[src/aadcr_map.vh]
`ifndef AADCR_MAP_VH
`define AADCR_MAP_VH
// ==================================================
// Register offsets
`define AADCR_ADDR_ROUTE   5'h00
`define AADCR_ADDR_POWER   5'h01
`define AADCR_ADDR_MIXFMT  5'h02
`define AADCR_ADDR_GAIN    5'h03
// ==================================================
// Reset values
`define AADCR_RST_ROUTE    8'h05
`define AADCR_RST_POWER    8'h03
`define AADCR_RST_MIXFMT   8'h30
`define AADCR_RST_GAIN     8'h00
// ==================================================
// Writable bit masks, fixed-zero bits cleared
`define AADCR_MASK_ROUTE   8'h1F
`define AADCR_MASK_POWER   8'h03
`define AADCR_MASK_MIXFMT  8'hF2
`define AADCR_MASK_GAIN    8'hFF
// ==================================================
// Field positions
`define AADCR_BIT_DCBLOCK  4
`define AADCR_BIT_AMPPWR   0
`define AADCR_BIT_CONVPWR  1
`define AADCR_BIT_FORMAT   1
`define AADCR_BIT_ZCEN     7
`define AADCR_MIX_HI       7
`define AADCR_MIX_LO       6
`define AADCR_ZTM_HI       5
`define AADCR_ZTM_LO       4
// ==================================================
// Frame layout and timing counts
`define AADCR_FRAME_BITS   16
`define AADCR_OP_WRITE_BIT 2
`define AADCR_TMO_BASE     12'h100
`define AADCR_GAIN_MAX     7'h60
`endif

[src/aadcr_serial_rx.v]
`timescale 1ns/1ps
// ==================================================
// Serial control receiver, oversampled by CLK
module aadcr_serial_rx (
    input  wire       clk,
    input  wire       rstn,
    input  wire       csn_s,
    input  wire       sclk_s,
    input  wire       sdi_s,
    output reg        frame_ok,
    output reg  [4:0] frame_addr,
    output reg  [7:0] frame_data
);
`include "aadcr_map.vh"
    reg  [15:0] shift;      // Bits in arrival order, newest at top
    reg  [4:0]  edges;      // Rising control clock count in frame
    reg         sclk_d;     // Previous sampled control clock
    reg         csn_d;      // Previous sampled select

    // ==================================================
    // Shift on rising control clock, commit on select rise
    always @(posedge clk) begin
        if (!rstn) begin
            shift      <= 16'h0000;
            edges      <= 5'h00;
            sclk_d     <= 1'b1;
            csn_d      <= 1'b1;
            frame_ok   <= 1'b0;
            frame_addr <= 5'h00;
            frame_data <= 8'h00;
        end else begin
            sclk_d   <= sclk_s;
            csn_d    <= csn_s;
            frame_ok <= 1'b0;
            if (!csn_s && sclk_s && !sclk_d) begin
                // Device samples on rising control clock
                shift <= {sdi_s, shift[15:1]};
                if (edges != 5'h1F)
                    edges <= edges + 5'h01;
            end
            if (csn_s && !csn_d) begin
                // Exactly sixteen edges and a write opcode
                // Bit order: op0..op2, A0..A4, D0..D7 after shifting right
                if (edges == `AADCR_FRAME_BITS && shift[`AADCR_OP_WRITE_BIT]) begin
                    frame_ok   <= 1'b1;
                    frame_addr <= shift[7:3];
                    frame_data <= shift[15:8];
                end
                edges <= 5'h00;
            end else if (csn_s) begin
                // Idle select keeps the count cleared
                edges <= 5'h00;
            end
        end
    end
endmodule

[src/aadcr_gain_chan.v]
`timescale 1ns/1ps
// ==================================================
// One channel of applied gain with zero-cross tracking
module aadcr_gain_chan (
    input  wire       clk,
    input  wire       rstn,
    input  wire       load_now,
    input  wire       arm,
    input  wire       fs_tick,
    input  wire       zero_cross,
    input  wire       timeout,
    input  wire [6:0] target,
    output reg  [6:0] gain,
    output reg        pending
);
    // ==================================================
    // Applied value moves only on a cause
    always @(posedge clk) begin
        if (!rstn) begin
            gain    <= 7'h00;
            pending <= 1'b0;
        end else if (load_now) begin
            gain    <= target;      // Immediate change
            pending <= 1'b0;
        end else if (arm) begin
            pending <= 1'b1;        // Keeps current value, aims at new target
        end else if (pending && fs_tick && (zero_cross || timeout)) begin
            gain    <= target;      // First of crossing or timeout
            pending <= 1'b0;
        end
    end
endmodule

[src/aadcr_top.v]
// Behaviour
// Low reset pin resets registers, blocks writes
// Route bit 4 set bypasses DC filter
// Route bits 3:0 connect four inputs
// Power bits: amp bit0, converter bit1
// Pin low or both bits clear: down
// Host keeps master clock while converter on
// Mix field picks stereo, average, left, right
// Timeout field picks 256 to 2048 samples
// Format bit picks justified or I2S
// Mix register writes ignored, converter off
// Zero-cross gain change per channel, timeout
// No zero-cross or converter off: immediate
// Seven-bit gain, code zero mutes
// Gain code steps map to decibels
// Gain writes ignored while amp off
// Rewrite restarts counter, channels keep values
// Host waits a timeout between gain writes
// Frame: opcode, address, data, LSB first
// Sixteen edges, commit on select rise
// Addresses above 03H are refused
// Host avoids power writes during calibration
// Fixed-zero bits always stay zero
`timescale 1ns/1ps
module aadcr_top #(
    parameter TMO_W = 12                // Width of the sample timeout limit; the counter has one bit more
) (
    input  wire       CLK,
    input  wire       RSTN,
    input  wire       CONTROL_SELECT_N,
    input  wire       CONTROL_CLOCK,
    input  wire       CONTROL_DATA_IN,
    input  wire       FRAME_CLOCK,
    input  wire       ZERO_CROSS_LEFT,
    input  wire       ZERO_CROSS_RIGHT,
    output reg        DC_BLOCK_FILTER_OFF,
    output reg        LEFT_INPUT_ONE_ON,
    output reg        LEFT_INPUT_TWO_ON,
    output reg        RIGHT_INPUT_ONE_ON,
    output reg        RIGHT_INPUT_TWO_ON,
    output reg        AMP_POWERED,
    output reg        CONVERTER_POWERED,
    output reg  [1:0] CHANNEL_MIX_FIELD,
    output reg  [1:0] LEFT_SOURCE_SEL,
    output reg  [1:0] RIGHT_SOURCE_SEL,
    output reg        OUTPUT_FORMAT_BIT,
    output reg        LEFT_FRAME_LEVEL,
    output reg  [6:0] LEFT_GAIN,
    output reg  [6:0] RIGHT_GAIN,
    output reg        LEFT_MUTE,
    output reg        RIGHT_MUTE,
    output reg        GAIN_PENDING
);
`include "aadcr_map.vh"

    // ==================================================
    // Source select encodings for each output channel
    localparam [1:0] SRC_LEFT  = 2'h0;  // Left channel sample
    localparam [1:0] SRC_RIGHT = 2'h1;  // Right channel sample
    localparam [1:0] SRC_AVG   = 2'h2;  // (L+R)/2

    // ==================================================
    // Synchronisers for pins from outside the CLK domain
    reg  [1:0] csn_sync;                // Select, stage 0 first
    reg  [1:0] sclk_sync;               // Control clock
    reg  [1:0] sdi_sync;                // Control data
    reg  [1:0] lr_sync;                 // Frame clock
    reg  [1:0] zl_sync;                 // Left zero-cross comparator
    reg  [1:0] zr_sync;                 // Right zero-cross comparator
    reg        lr_d;                    // Previous synchronised frame clock

    // Two stages before any logic reads a pin
    always @(posedge CLK) begin
        if (!RSTN) begin
            csn_sync  <= 2'h3;
            sclk_sync <= 2'h3;
            sdi_sync  <= 2'h0;
            lr_sync   <= 2'h0;
            zl_sync   <= 2'h0;
            zr_sync   <= 2'h0;
            lr_d      <= 1'b0;
        end else begin
            csn_sync  <= {csn_sync[0], CONTROL_SELECT_N};
            sclk_sync <= {sclk_sync[0], CONTROL_CLOCK};
            sdi_sync  <= {sdi_sync[0], CONTROL_DATA_IN};
            lr_sync   <= {lr_sync[0], FRAME_CLOCK};
            zl_sync   <= {zl_sync[0], ZERO_CROSS_LEFT};
            zr_sync   <= {zr_sync[0], ZERO_CROSS_RIGHT};
            lr_d      <= lr_sync[1];
        end
    end

    // One pulse per sample period on the frame clock rising edge
    wire fs_tick = lr_sync[1] && !lr_d;

    // ==================================================
    // Serial control port receiver
    wire       frame_ok;                // Valid write frame, one pulse
    wire [4:0] frame_addr;              // Register address
    wire [7:0] frame_data;              // Data byte

    aadcr_serial_rx u_rx (
        .clk        (CLK),
        .rstn       (RSTN),
        .csn_s      (csn_sync[1]),
        .sclk_s     (sclk_sync[1]),
        .sdi_s      (sdi_sync[1]),
        .frame_ok   (frame_ok),
        .frame_addr (frame_addr),
        .frame_data (frame_data)
    );

    // ==================================================
    // Register file, write only
    reg  [7:0] input_routing_select;    // Address 00H
    reg  [7:0] power_control;           // Address 01H
    reg  [7:0] mixing_format_control;   // Address 02H
    reg  [7:0] input_gain_control;      // Address 03H

    wire conv_on = power_control[`AADCR_BIT_CONVPWR];
    wire amp_on  = power_control[`AADCR_BIT_AMPPWR];

    // Decoded write strobes; out-of-range addresses match none
    wire wr_route = frame_ok && (frame_addr == `AADCR_ADDR_ROUTE);
    wire wr_power = frame_ok && (frame_addr == `AADCR_ADDR_POWER);
    wire wr_mix   = frame_ok && (frame_addr == `AADCR_ADDR_MIXFMT) && conv_on;
    wire wr_gain  = frame_ok && (frame_addr == `AADCR_ADDR_GAIN) && amp_on;

    // Synchronous reset loads the reset values and wins over any write
    always @(posedge CLK) begin
        if (!RSTN) begin
            input_routing_select  <= `AADCR_RST_ROUTE;
            power_control         <= `AADCR_RST_POWER;
            mixing_format_control <= `AADCR_RST_MIXFMT;
            input_gain_control    <= `AADCR_RST_GAIN;
        end else begin
            // Masks keep fixed-zero positions at zero
            if (wr_route)
                input_routing_select <= frame_data & `AADCR_MASK_ROUTE;
            // Clearing both power bits keeps all other contents
            if (wr_power)
                power_control <= frame_data & `AADCR_MASK_POWER;
            if (wr_mix)
                mixing_format_control <= frame_data & `AADCR_MASK_MIXFMT;
            if (wr_gain)
                input_gain_control <= frame_data & `AADCR_MASK_GAIN;
        end
    end

    // ==================================================
    // Zero-cross timeout: 256 sample periods shifted by the field
    function [TMO_W-1:0] tmo_limit;
        input [1:0] sel;
        begin
            tmo_limit = `AADCR_TMO_BASE << sel;
        end
    endfunction

    // Clamp out-of-range codes; the table stops at the top code
    function [6:0] gain_clamp;
        input [6:0] code;
        begin
            gain_clamp = (code > `AADCR_GAIN_MAX) ? `AADCR_GAIN_MAX : code;
        end
    endfunction

    // Converter off forces zero-cross off whatever is stored
    wire       zc_active = input_gain_control[`AADCR_BIT_ZCEN] && conv_on;
    wire [6:0] gain_tgt  = gain_clamp(input_gain_control[6:0]);
    reg        gain_wr_d;               // Write seen last cycle, register now holds it
    reg  [TMO_W:0] tmo_cnt;             // Sample periods since the last gain write
    wire       any_pending;
    wire       tmo_hit = (tmo_cnt[TMO_W-1:0] ==
                          tmo_limit(mixing_format_control[`AADCR_ZTM_HI:`AADCR_ZTM_LO]) - 1'b1)
                          && fs_tick;

    // Counter restarts on every new gain write
    always @(posedge CLK) begin
        if (!RSTN) begin
            gain_wr_d <= 1'b0;
            tmo_cnt   <= {(TMO_W+1){1'b0}};
        end else begin
            gain_wr_d <= wr_gain;
            if (gain_wr_d)
                tmo_cnt <= {(TMO_W+1){1'b0}};
            else if (any_pending && fs_tick)
                tmo_cnt <= tmo_cnt + 1'b1;
        end
    end

    // ==================================================
    // Independent per-channel applied gain
    wire [6:0] gain_l;
    wire [6:0] gain_r;
    wire       pend_l;
    wire       pend_r;
    assign any_pending = pend_l || pend_r;

    aadcr_gain_chan u_left (
        .clk        (CLK),
        .rstn       (RSTN),
        .load_now   (gain_wr_d && !zc_active),
        .arm        (gain_wr_d && zc_active),
        .fs_tick    (fs_tick),
        .zero_cross (zl_sync[1]),
        .timeout    (tmo_hit),
        .target     (gain_tgt),
        .gain       (gain_l),
        .pending    (pend_l)
    );

    aadcr_gain_chan u_right (
        .clk        (CLK),
        .rstn       (RSTN),
        .load_now   (gain_wr_d && !zc_active),
        .arm        (gain_wr_d && zc_active),
        .fs_tick    (fs_tick),
        .zero_cross (zr_sync[1]),
        .timeout    (tmo_hit),
        .target     (gain_tgt),
        .gain       (gain_r),
        .pending    (pend_r)
    );

    // ==================================================
    // Mixing source select from the two-bit field
    reg  [1:0] next_left_src;
    reg  [1:0] next_right_src;
    always @* begin
        case (mixing_format_control[`AADCR_MIX_HI:`AADCR_MIX_LO])
            2'h0: begin
                next_left_src  = SRC_LEFT;     // Stereo
                next_right_src = SRC_RIGHT;
            end
            2'h1: begin
                next_left_src  = SRC_AVG;      // Average on both
                next_right_src = SRC_AVG;
            end
            2'h2: begin
                next_left_src  = SRC_LEFT;     // Left on both
                next_right_src = SRC_LEFT;
            end
            default: begin
                next_left_src  = SRC_RIGHT;    // Right on both
                next_right_src = SRC_RIGHT;
            end
        endcase
    end

    // ==================================================
    // Registered outputs; pin low also powers everything down
    wire all_down = !RSTN || (!amp_on && !conv_on);
    always @(posedge CLK) begin
        if (!RSTN) begin
            DC_BLOCK_FILTER_OFF <= 1'b0;
            LEFT_INPUT_ONE_ON   <= 1'b1;
            LEFT_INPUT_TWO_ON   <= 1'b0;
            RIGHT_INPUT_ONE_ON  <= 1'b1;
            RIGHT_INPUT_TWO_ON  <= 1'b0;
            AMP_POWERED         <= 1'b0;
            CONVERTER_POWERED   <= 1'b0;
            CHANNEL_MIX_FIELD   <= 2'h0;
            LEFT_SOURCE_SEL     <= SRC_LEFT;
            RIGHT_SOURCE_SEL    <= SRC_RIGHT;
            OUTPUT_FORMAT_BIT   <= 1'b0;
            LEFT_FRAME_LEVEL    <= 1'b1;
            LEFT_GAIN           <= 7'h00;
            RIGHT_GAIN          <= 7'h00;
            LEFT_MUTE           <= 1'b1;
            RIGHT_MUTE          <= 1'b1;
            GAIN_PENDING        <= 1'b0;
        end else begin
            // Zero enables the DC filter, one bypasses it
            DC_BLOCK_FILTER_OFF <= input_routing_select[`AADCR_BIT_DCBLOCK];
            LEFT_INPUT_ONE_ON   <= input_routing_select[0];
            LEFT_INPUT_TWO_ON   <= input_routing_select[1];
            RIGHT_INPUT_ONE_ON  <= input_routing_select[2];
            RIGHT_INPUT_TWO_ON  <= input_routing_select[3];
            AMP_POWERED         <= amp_on && !all_down;
            CONVERTER_POWERED   <= conv_on && !all_down;
            CHANNEL_MIX_FIELD   <= mixing_format_control[`AADCR_MIX_HI:`AADCR_MIX_LO];
            LEFT_SOURCE_SEL     <= next_left_src;
            RIGHT_SOURCE_SEL    <= next_right_src;
            // Zero: justified, left on high; one: I2S, left on low
            OUTPUT_FORMAT_BIT   <= mixing_format_control[`AADCR_BIT_FORMAT];
            LEFT_FRAME_LEVEL    <= !mixing_format_control[`AADCR_BIT_FORMAT];
            LEFT_GAIN           <= gain_l;
            RIGHT_GAIN          <= gain_r;
            // Code zero mutes the amplifier
            LEFT_MUTE           <= (gain_l == 7'h00);
            RIGHT_MUTE          <= (gain_r == 7'h00);
            GAIN_PENDING        <= any_pending;
        end
    end
endmodule

[config.mk]
export PLATFORM = sky130hd
export DESIGN_NAME = aadcr_top
export DESIGN_NICKNAME = d
export VERILOG_FILES = /design/src/aadcr_serial_rx.v /design/src/aadcr_gain_chan.v /design/src/aadcr_top.v
export VERILOG_INCLUDE_DIRS = /design/src
export SDC_FILE = /design/constraint.sdc
export NUM_CORES = 1
export LEC_CHECK = 0
export BUFFER_PORTS_ARGS = -buffer_cell sky130_fd_sc_hd__buf_2
export CAP_MARGIN = 20
export CORE_MARGIN = 4
export CORE_UTILIZATION = 53
export CTS_CLUSTER_SIZE = 30
export DETAILED_ROUTE_END_ITERATION = 12
export PLACE_DENSITY = 0.75
export SKIP_CTS_REPAIR_TIMING = 1
export SLEW_MARGIN = 10
export SYNTH_ARGS = -nofsm -noshare
export SYNTH_HDL_FRONTEND = slang
export SYNTH_SLANG_ARGS = --single-unit
[constraint.sdc]
create_clock -name CLK -period 1.75 [get_ports CLK]
set_input_delay 0.2625 -clock CLK [delete_from_list [all_inputs] [get_ports CLK]]
set_output_delay 0.2625 -clock CLK [all_outputs]
set_load 0.005 [all_outputs]
==> impl_results.md, run 1 <==
* Status: finished, violations left
* Failing checks: setup timing
* Fin Setup TNS at -4.93 ps
* Worst R2R Start: tmo_cnt[0]$_SDFFE_PP0P_
* Seq cells post-synth at 128
* EDFF count, synth at 0
* Reg2reg end: u_left.gain[6]$_SDFFE_PN0P_
* Unique cell type count in the Yosys netlist at 54
* CP Capture Type: flop
* Wire per inst at approximately 14 microns
* Pwr Density at roughly 1100 nW/um^2
* CORE AREA at just under 9000 sq um
* Slew @ Worst Pin at around 550 ps
* Final setup vio count at 1
* Worst reg-to-reg path cell count at 7
* Final Cycle Share at 100%
* Hold Crit Endpoint: RIGHT_MUTE$_SDFF_PN1_
* Setup Crit Path Kind: reg2reg
* FFs w/ async S/R, synth at 0%
* HPWL Detailed at 6500 microns
* H-tree Lvls at 4
* Largest net degree at the start of global routing at 38
* Setup slack, reg-to-reg at -5 ps
* Starting DRT DRC Count at roughly 130
* Design Area, Final at around 6000 sq um
* Max capacitance violation total at 0
* Worst Hold Class: in2reg
* YS warnings at 0
* Overall die height at 104 microns
* Final Hold Fails at 0
* Register share of total power at around 46%
* Net count, final at between 500 and 600
* Combinational Power Share at ~2.1%
* Final wirelength at between 9000 and 10000 microns
* Clock sink count at about 130
* Register area share after synthesis at a little over half
* Min setup slack post-route at -4.93 ps
* Fin. max-slew vios at 0
* Port Buffer Count at 39
* Cell Rows at 34
* Primary FF master, synth: dfxtp_1
* Hold path cells at 3
* Clock Path Buffers at 2
* Top post-synthesis cells by area: dfxtp_1, mux2i_1, nand2_1
* Ratio of cells with drive above 1 in the final layout at approximately a fifth
* CP required at between 2000 and 2500 ps
* Psw at 1370 uW
* CTS tree: yes
* Clk root buf: clkbuf_8
* IO Pins at 40
* Antenna cell count at 0
* Routed Antenna Nets at 0
* Reg clk slew, reported paths at around 60 ps
* Vias per cell at around 5.4
* Sw Share at a little over a fifth
* Clk Latency, worst-skew pair at roughly 520 ps
* Normalized max-slew margin at 63.2%
* Top-area cell type share of the netlist area at between 50% and 60%
* Drt first pass iters at 4
* Cell area after synthesis at 4840 sq um
* DP Area at 5310 sq um
* Clk network pwr share at about half
* Total track usage at between 10% and 20%
* Post-synth top area cell: dfxtp_1
* Routability cong. at roughly 0.81
* P&R area growth vs syn at 23.7%
* Via Count at approximately 3800
* Max Clk Rate at roughly 570 MHz
* First-pass GRT wire length at between 15000 and 20000 microns
* Most common cell after layout, fill and taps aside: dfxtp_1
* CP max FO at 4
* # DRC at 0
* Vias in the first global route at 3799
* Post-Syn Area per Cell at ~9.4 sq um
* Num CTS Buffers at 17
* Initial Util at between 50% and 60%
* CP Launch Type: flop
* Internal power at roughly 5000 uW
* Maximum vdd drop at ~0.00071 V
* Net Count, Synth at 531
* Grt ovf at 0
* Initial antenna violation count at 0
* Synth Instances at ~520
* Hold path start: RSTN
* Leakage at about 0.0025 uW
* Die extent in x at between 100 and 150 microns
* Most frequent cells in the layout: dfxtp_1, nand2_1, nor2_1
* Clock Skew at approximately 5.6 ps
* RSZ-0062 raised after global routing: true
* CP arrival at 2160 ps
* Fin crit period at approximately 1800 ps
* Die area at 10700 sq um
## state kept, by name, summed over array words and instances, names as in the netlist, 5 cells and up
| signal | flops |
|---|---|
| tmo_cnt | 12 |
| u_rx.shift | 14 |
| input_routing_select | 5 |
| u_rx.frame_addr | 5 |
| u_rx.edges | 5 |
| u_rx.frame_data | 8 |
| LEFT_GAIN | 7 |
| u_left.gain | 7 |
| RIGHT_GAIN | 7 |
| input_gain_control | 8 |
| mixing_format_control | 5 |
| u_right.gain | 7 |
## kinds of logic (layout without fill, tap and decap cells)
| kind of cell | count (synthesis) | in the layout | share of synthesized area, % |
|---|---|---|---|
| AO/OA/AOI/OAI | 73 | 73 | 10.7 |
| adder cells (fa/ha/maj) | 6 | 6 | 1.55 |
| buffers and inverters | 53 | 131 | 4.47 |
| AND/OR/NAND/NOR | 214 | 214 | 21.7 |
| multiplexers | 32 | 32 | 6.62 |
| XOR/XNOR | 11 | 11 | 1.99 |
| flip-flops | 128 | 128 | 52.9 |
## layer usage
metal	up-vias	wire [microns]	part of all wire, %	global-route usage [%]
met3	17	375	3.8	5.72
met2	60	5040	51	33.7
met1	1799	4290	43	23.1
met5	-	0	0	0
met4	0	167	1.7	7.60
li1	1910	-	-	-
## how the worst max path moves through the flow
| stage | start | end | slack [ps] | cells after the start |
|---|---|---|---|---|
| global route | mixing_format_control[4]$_SDFFE_PN1P_ | u_left.pending$_SDFFE_PP0P_ | -60 | 6 |
| detailed placement | tmo_cnt[0]$_SDFFE_PP0P_ | u_left.pending$_SDFFE_PP0P_ | -30 | 7 |
| floorplan | tmo_cnt[1]$_SDFFE_PP0P_ | u_left.gain[6]$_SDFFE_PN0P_ | -50 | 7 |
| CTS | tmo_cnt[1]$_SDFFE_PP0P_ | u_left.pending$_SDFFE_PP0P_ | -60 | 7 |
| global placement | tmo_cnt[1]$_SDFFE_PP0P_ | u_left.pending$_SDFFE_PP0P_ | 20 | 7 |
| finish | tmo_cnt[0]$_SDFFE_PP0P_ | u_left.gain[6]$_SDFFE_PN0P_ | -5 | 7 |
## power by group through the flow
stage	Sequential (uW)	Clock, uW	Combinational (uW)
2_1_floorplan	3030	0	80.8
3_3_place_gp	3040	0	123
3_5_place_dp	3040	0	127
4_1_cts	2980	3380	128
5_1_grt	2980	3540	156
6_report	2970	3330	137
## cell type report
class | count | area, sq um
Clock buffer | 19 | 432
Clock inverter | 13 | 140
Fill cell | 669 | 2820
Inverter | 23 | 86.3
Multi-Input combinational cell | 336 | 2100
Sequential cell | 128 | 2570
Tap cell | 108 | 135
Timing Repair Buffer | 76 | 520
## cells in the mapped netlist, drive strengths merged, types with 3 or more instances
cell and n:
nor3 17, nand2 63, clkbuf 24, xnor2 6, a21oi 22, nand4 5
mux2i 32, or3 4, nand3 28, a31oi 9, or4 3, nor2 41
o41a 8, and3 7, o21ai 11, xor2 5, nand2b 10, and2 24
dfxtp 128, buf 6, ha 6, inv 23
## worst max-delay path: stages (launching register included)
cell and delay [ps]:
dfxtp_2 360, ha_4 130, nand2_1 50, a311o_1 320
a211oi_4 290, buf_4 170, nor4_2 30, a311o_1 280
## stage by stage
step | utilization (%) | hold WS [ps] | instances | setup slack [ps] | total power, uW
after global routing | 68.0 | 203 | 703 | -59.1 | 6680
final | 68.0 | 196 | 703 | -4.93 | 6440
after global placement | 60.3 | 398 | 662 | 22.4 | 3160
after detailed placement | 60.3 | 392 | 662 | -34.7 | 3170
after CTS | 66.8 | -84.4 | 694 | -56.0 | 6480
after floorplan | - | 364 | 517 | -52.8 | 3110
Note: power is estimated with default switching activity, not from simulation.
==> run 2: changes to the inputs <==
CELL_PAD_IN_SITES_DETAIL_PLACEMENT = 0   (was not set)
CELL_PAD_IN_SITES_GLOBAL_PLACEMENT = 1   (was not set)
CORE_UTILIZATION = 41   (was 53)
==> impl_results.md, run 2 (synthesized netlist as in run 1, its figures left out) <==
* Status: finished, final reports clean
* Routability cong. at between 0.8 and 0.9
* Worst reg-to-reg path cell count at 7
* Setup slack, reg-to-reg at 50 ps
* Grt ovf at 0
* Largest net degree at the start of global routing at 41
* Total track usage at between 10% and 20%
* Reg2reg end: u_right.pending$_SDFFE_PP0P_
* Max capacitance violation total at 0
* Max Clk Rate at between 500 and 600 MHz
* Slowest-stage cell, CP: dfxtp_4
* Net count, final at roughly 590
* Worst R2R Start: tmo_cnt[1]$_SDFFE_PP0P_
* DP Area at 5370 sq um
* Top Registers: u_rx.shift: 14 flops, tmo_cnt: 12 flops
* Fin Setup TNS at 0 ps
* Slowest stage delay, CP at 360 ps
* Final wirelength at a little under 10000 microns
* Vias per cell at between 5 and 6
* IO Pins at 40
* P&R area growth vs syn at 24.4%
* Max FFs per register at 14
* Starting DRT DRC Count at roughly 180
* Die extent in x at 117 microns
* Normalized max-slew margin at 63.3%
* Final Cycle Share at a little over nine tenths
* Worst setup startpoint: tmo_cnt[1]$_SDFFE_PP0P_
* Routed Antenna Nets at 0
* CP required at about 2100 ps
* CP max FO at 13
* Initial antenna violation count at 0
* CP arrival at between 2000 and 2500 ps
* HPWL Detailed at 6630 microns
* CP cell instances: ha_4, nand2_2, a311o_1, a211oi_4, buf_6, o211ai_1, and3_1
* Initial Util at a little over two fifths
* RSZ-0062 raised after global routing: true
* CORE AREA at ~11000 sq um
* Port Buffer Count at 39
* Worst Hold Class: in2reg
* Reg clk slew, reported paths at 50 ps
* Hold path start: CONTROL_CLOCK
* Fin crit period at 1700 ps
* Via Count at ~3700
* Fin. max-slew vios at 0
* Antenna cell count at 0
* Slew @ Worst Pin at roughly 550 ps
* H-tree Lvls at 4
* First-pass GRT wire length at ~17000 microns
* Clock Path Buffers at 2
* Drt first pass iters at 4
* End-of-flow core utilization at around 53%
* Cell Rows at 39
* Die area at approximately 14000 sq um
* Wire per inst at roughly 13 microns
* Most common cell after layout, fill and taps aside: dfxtp_1
* Pwr Density at about 1100 nW/um^2
* Final Hold Fails at 0
* Most frequent cells in the layout: dfxtp_1, nand2_1, nor2_1
* # DRC at 0
* CTS tree: yes
* Setup Crit Path Kind: reg2reg
* CP endpoint: u_right.pending$_SDFFE_PP0P_
* Final setup vio count at 0
* Vias in the first global route at ~3500
* Clock sink count at approximately 130
* CP Capture Type: flop
* Clock Skew at around 4.8 ps
* Design Area, Final at roughly 6000 sq um
* Clk Latency, worst-skew pair at around 410 ps
* CP Launch Type: flop
* Leakage at about 0.0025 uW
* Num CTS Buffers at 17
* Hold Slack at approximately 35 ps
* Ratio of cells with drive above 1 in the final layout at 19.8%
* Overall die height at 117 microns
* Clk root buf: clkbuf_16
* Largest Register: u_rx.shift
* Maximum vdd drop at 0.000630 V
run 2: cell count changes in the layout (fill, tap and decap cells not counted), moves of 2 or more:
| cell | before | now |
|---|---|---|
| dlygate4sd3_1 | 6 | 0 |
| clkbuf_8 | 2 | 6 |
| clkinv_4 | 4 | 0 |
| clkinvlp_4 | 4 | 0 |
| clkbuf_1 | 1 | 3 |
run 2: how the worst min path moves through the flow:
| stage | to | slack [ps] | depth (start not counted) |
|---|---|---|---|
| final | sclk_sync[0]$_SDFF_PN1_ | 30 | 2 |
| after global routing | sclk_sync[0]$_SDFF_PN1_ | 40 | 2 |
| after CTS | sclk_sync[0]$_SDFF_PN1_ | 20 | 2 |
| after detailed placement | sclk_sync[1]$_SDFF_PN1_ | 400 | 1 |
| after global placement | LEFT_FRAME_LEVEL$_SDFF_PN1_ | 400 | 1 |
| after floorplan | csn_sync[0]$_SDFF_PN1_ | 360 | 1 |
run 2: layer usage:
layer	part of all wire [%]	up-vias	GRT usage, %	wire, microns
li1	-	1906	-	-
met1	46	1703	18.7	4500
met2	48	53	25.6	4650
met3	3.4	17	4.20	333
met4	2.1	0	8.03	201
met5	0	-	0	0
run 2: cell type report:
type                       count  area [sq um]
clock buffer                  26           519
fill                        1018          5450
tap                          143           179
sequential                   128          2570
timing repair buffer          72           488
inverter                      23          86.3
clock inverter                 5          75.1
multi-input combinational    336          2100
run 2: worst max-delay path, delay by kind of cell, from the launching register on:
family / cells / cell delay, ps
AOI/OAI and AO/OA: 3 / 660
buffers and inverters: 1 / 200
adders and majority gates: 1 / 130
and+or+nand+nor: 2 / 240
DFF: 1 / 360
run 2: through the flow:
stage / setup WS [ps] / total power (uW) / std cells
5_1_grt: -16.9 / 6830 / 733
4_1_cts: -46.6 / 6670 / 729
3_3_place_gp: 15.9 / 3170 / 698
2_1_floorplan: -52.8 / 3110 / 517
6_report: 49.7 / 6600 / 733
3_5_place_dp: -31.1 / 3170 / 698
run 2: power breakdown:
group          total (uW)  internal (uW)  switching [uW]
sequential           2970           2950            20.0
combinational         127           53.5            73.5
clock                3500           2310            1190
==> run 3: changes to the inputs <==
CELL_PAD_IN_SITES_GLOBAL_PLACEMENT = 2   (was 1)
CORE_UTILIZATION = 34   (was 41)
SYNTH_HIERARCHICAL = 1   (was not set)
==> impl_results.md, run 3 <==
* RSZ-0062 raised after global routing: true
* End-of-flow core utilization at 43.8%
* Port Buffer Count at 39
* Worst setup startpoint: tmo_cnt[0]$_SDFFE_PP0P_
* Slew @ Worst Pin at approximately 490 ps
* HPWL Detailed at 7020 microns
* Wire per inst at between 10 and 15 microns
* Largest Register: u_rx/shift
* Placed cell count at 757
* Clock sink count at 128
* Post-synth top area cell: dfxtp_1
* Die area at 17100 sq um
* Fin crit period at roughly 1900 ps
* DP Area at ~5700 sq um
* Reg clk slew, reported paths at approximately 60 ps
* # DRC at 0
* Final Cycle Share at 109%
* Reg2reg end: u_right/gain[0]$_SDFFE_PN0P_
* Vias per cell at 4.87
* Net Count, Synth at about 550
* H-tree Lvls at 4
* Cell area after synthesis at ~5000 sq um
* Worst reg-to-reg path cell count at 8
* Seq cells post-synth at approximately 130
* Power, Total at roughly 6600 uW
* Clk Latency, worst-skew pair at about 420 ps
* Clk root buf: clkbuf_16
* Final wirelength at 10800 microns
* Clock Path Buffers at 2
* First-pass GRT wire length at ~18000 microns
* Synth cell count leaders: dfxtp_1, nand2_1, and2_1
* Top post-synthesis cells by area: dfxtp_1, mux2i_1, nand2_1
* Initial antenna violation count at 0
* CP Capture Type: flop
* Drt first pass iters at 5
* CP max FO at 8
* Register area share after synthesis at about 50%
* Net count, final at 610
* Final setup vio count at 16
* Max Clk Rate at approximately 530 MHz
* CP arrival at 2180 ps
* Max capacitance violation total at 0
* P&R area growth vs syn at 25.3%
* Normalized max-slew margin at between 60% and 70%
* Largest net degree at the start of global routing at 74
* Ratio of cells with drive above 1 in the final layout at ~22%
* Maximum vdd drop at ~0.00066 V
* CP Launch Type: flop
* Max FFs per register at 14
* Final Hold Fails at 0
* YS warnings at 6
* Grt ovf at 0
* Status: finished, violations left
* CTS tree: yes
* Via Count at a little under 4000
* Routed Antenna Nets at 0
* Starting DRT DRC Count at between 200 and 250
* Primary FF master, synth: dfxtp_1
* Num CTS Buffers at 17
* Routability cong. at between 0.7 and 0.8
* Design Area, Final at around 6400 sq um
* Post-Syn Area per Cell at just under 10 sq um
* Failing checks: setup timing
* Pwr Density at 1030 nW/um^2
* Worst R2R Start: tmo_cnt[0]$_SDFFE_PP0P_
* Top-area cell type share of the netlist area at 50.1%
* Synth Instances at roughly 530
* Overall die height at ~130 microns
* Initial Util at a little over a third
* CP endpoint: u_right/gain[0]$_SDFFE_PN0P_
* Cell Rows at 44
* CORE AREA at 14600 sq um
* Multi-input combinational cell area at approximately 2400 sq um
* Fin. max-slew vios at 0
* Antenna cell count at 0
* Top-count cell post-synth: dfxtp_1
* Leakage at about 0.0025 uW
* Top Registers: u_rx/shift: 14 flops, tmo_cnt: 12 flops
* Vias in the first global route at approximately 3700
* Sequential cell area at around 2600 sq um
* Unique cell type count in the Yosys netlist at between 40 and 50
* IO Pins at 40
* Worst Hold Class: in2reg
* Setup Crit Path Kind: reg2reg
* EDFF count, synth at 0
* Total track usage at between 10% and 20%
* Die extent in x at between 100 and 150 microns
* CP required at 2030 ps
* Most frequent cells in the layout: dfxtp_1, nand2_1, and2_1, buf_2, buf_4
* Fill cells at about 1400
* Most common cell after layout, fill and taps aside: dfxtp_1
* FFs w/ async S/R, synth at 0%
* Non-Filler Instances at 790
* Clock Skew at ~7.1 ps
* Setup slack, reg-to-reg at -150 ps
* Min setup slack post-route at -150 ps
## run 3: changes by cell type in the layout (fill, tap and decap cells not counted), sizes merged, moves of 9 or more
cell    before  now
nor3        17    4
nand2       63   85
and2        24   38
inv         23    9
a21oi       22   10
and3         7   16
a21boi       2   15
nor2b        2   21
o311ai       1   14
nor2        41   12
nand3       28   19
## run 3: cell families after synthesis
family                   Yosys count  synth area share (%)
AO/OA/AOI/OAI                     72                  10.5
XOR/XNOR                           8                  1.37
adder cells (fa/ha/maj)            6                  1.47
buffers and inverters             45                  4.45
flip-flops                       128                  50.1
multiplexers                      32                  6.26
AND/OR/NAND/NOR                  241                  25.9
## run 3: power by group
| group | internal, uW | total [uW] | switching [uW] | leakage (uW) |
|---|---|---|---|---|
| clock network | 2320 | 3520 | 1200 | 0.000291 |
| registers | 2940 | 2950 | 10.7 | 0.00104 |
| logic | 48.6 | 122 | 73.2 | 0.00112 |
| total | 5300 | 6590 | 1290 | 0.00245 |
## run 3: cell type report
type	instances	area share, %
inverter	9	0.527
clock inverter	7	1.72
sequential	128	40.1
multi-input combinational	361	38.0
clock buffer	22	7.40
timing repair buffer	79	8.73
tap	184	3.59
## run 3: stage by stage
step	setup TNS (ps)	hold slack [ps]	worst slack, ps
CTS	-2380	11.5	-219
detailed placement	-2020	393	-192
global placement	-827	404	-65.8
floorplan	-2270	336	-155
finish	-1680	29.7	-150
global route	-3090	12.8	-222
## run 3: per-layer routing
layer / GRT usage [%] / up-vias / wire [microns]
met5: 0 / - / 0
met4: 5.14 / 0 / 153
met3: 5.24 / 14 / 443
met2: 21.3 / 62 / 5270
met1: 17.0 / 1814 / 4970
li1: - / 1961 / -
## run 3: how the worst min path moves through the flow
stage,end,cells past startpoint,slack (ps),start
after floorplan,u_rx/sclk_d$_SDFF_PN1_,1,340,RSTN
after CTS,sclk_sync[0]$_SDFF_PN1_,2,10,CONTROL_CLOCK
final,sclk_sync[0]$_SDFF_PN1_,2,30,CONTROL_CLOCK
after global placement,LEFT_FRAME_LEVEL$_SDFF_PN1_,1,400,mixing_format_control[1]$_SDFFE_PN0P_
after detailed placement,csn_sync[1]$_SDFF_PN1_,1,390,csn_sync[0]$_SDFF_PN1_
after global routing,csn_sync[0]$_SDFF_PN1_,2,10,CONTROL_SELECT_N
## run 3: critical path, stage by stage (launching register included)
cell       delay, ps
dfxtp_2          360
ha_4             150
nand2_2           50
or3_4            330
a2111oi_4        230
buf_6            190
o21ai_4          110
a31oi_2          220
o311ai_1         130
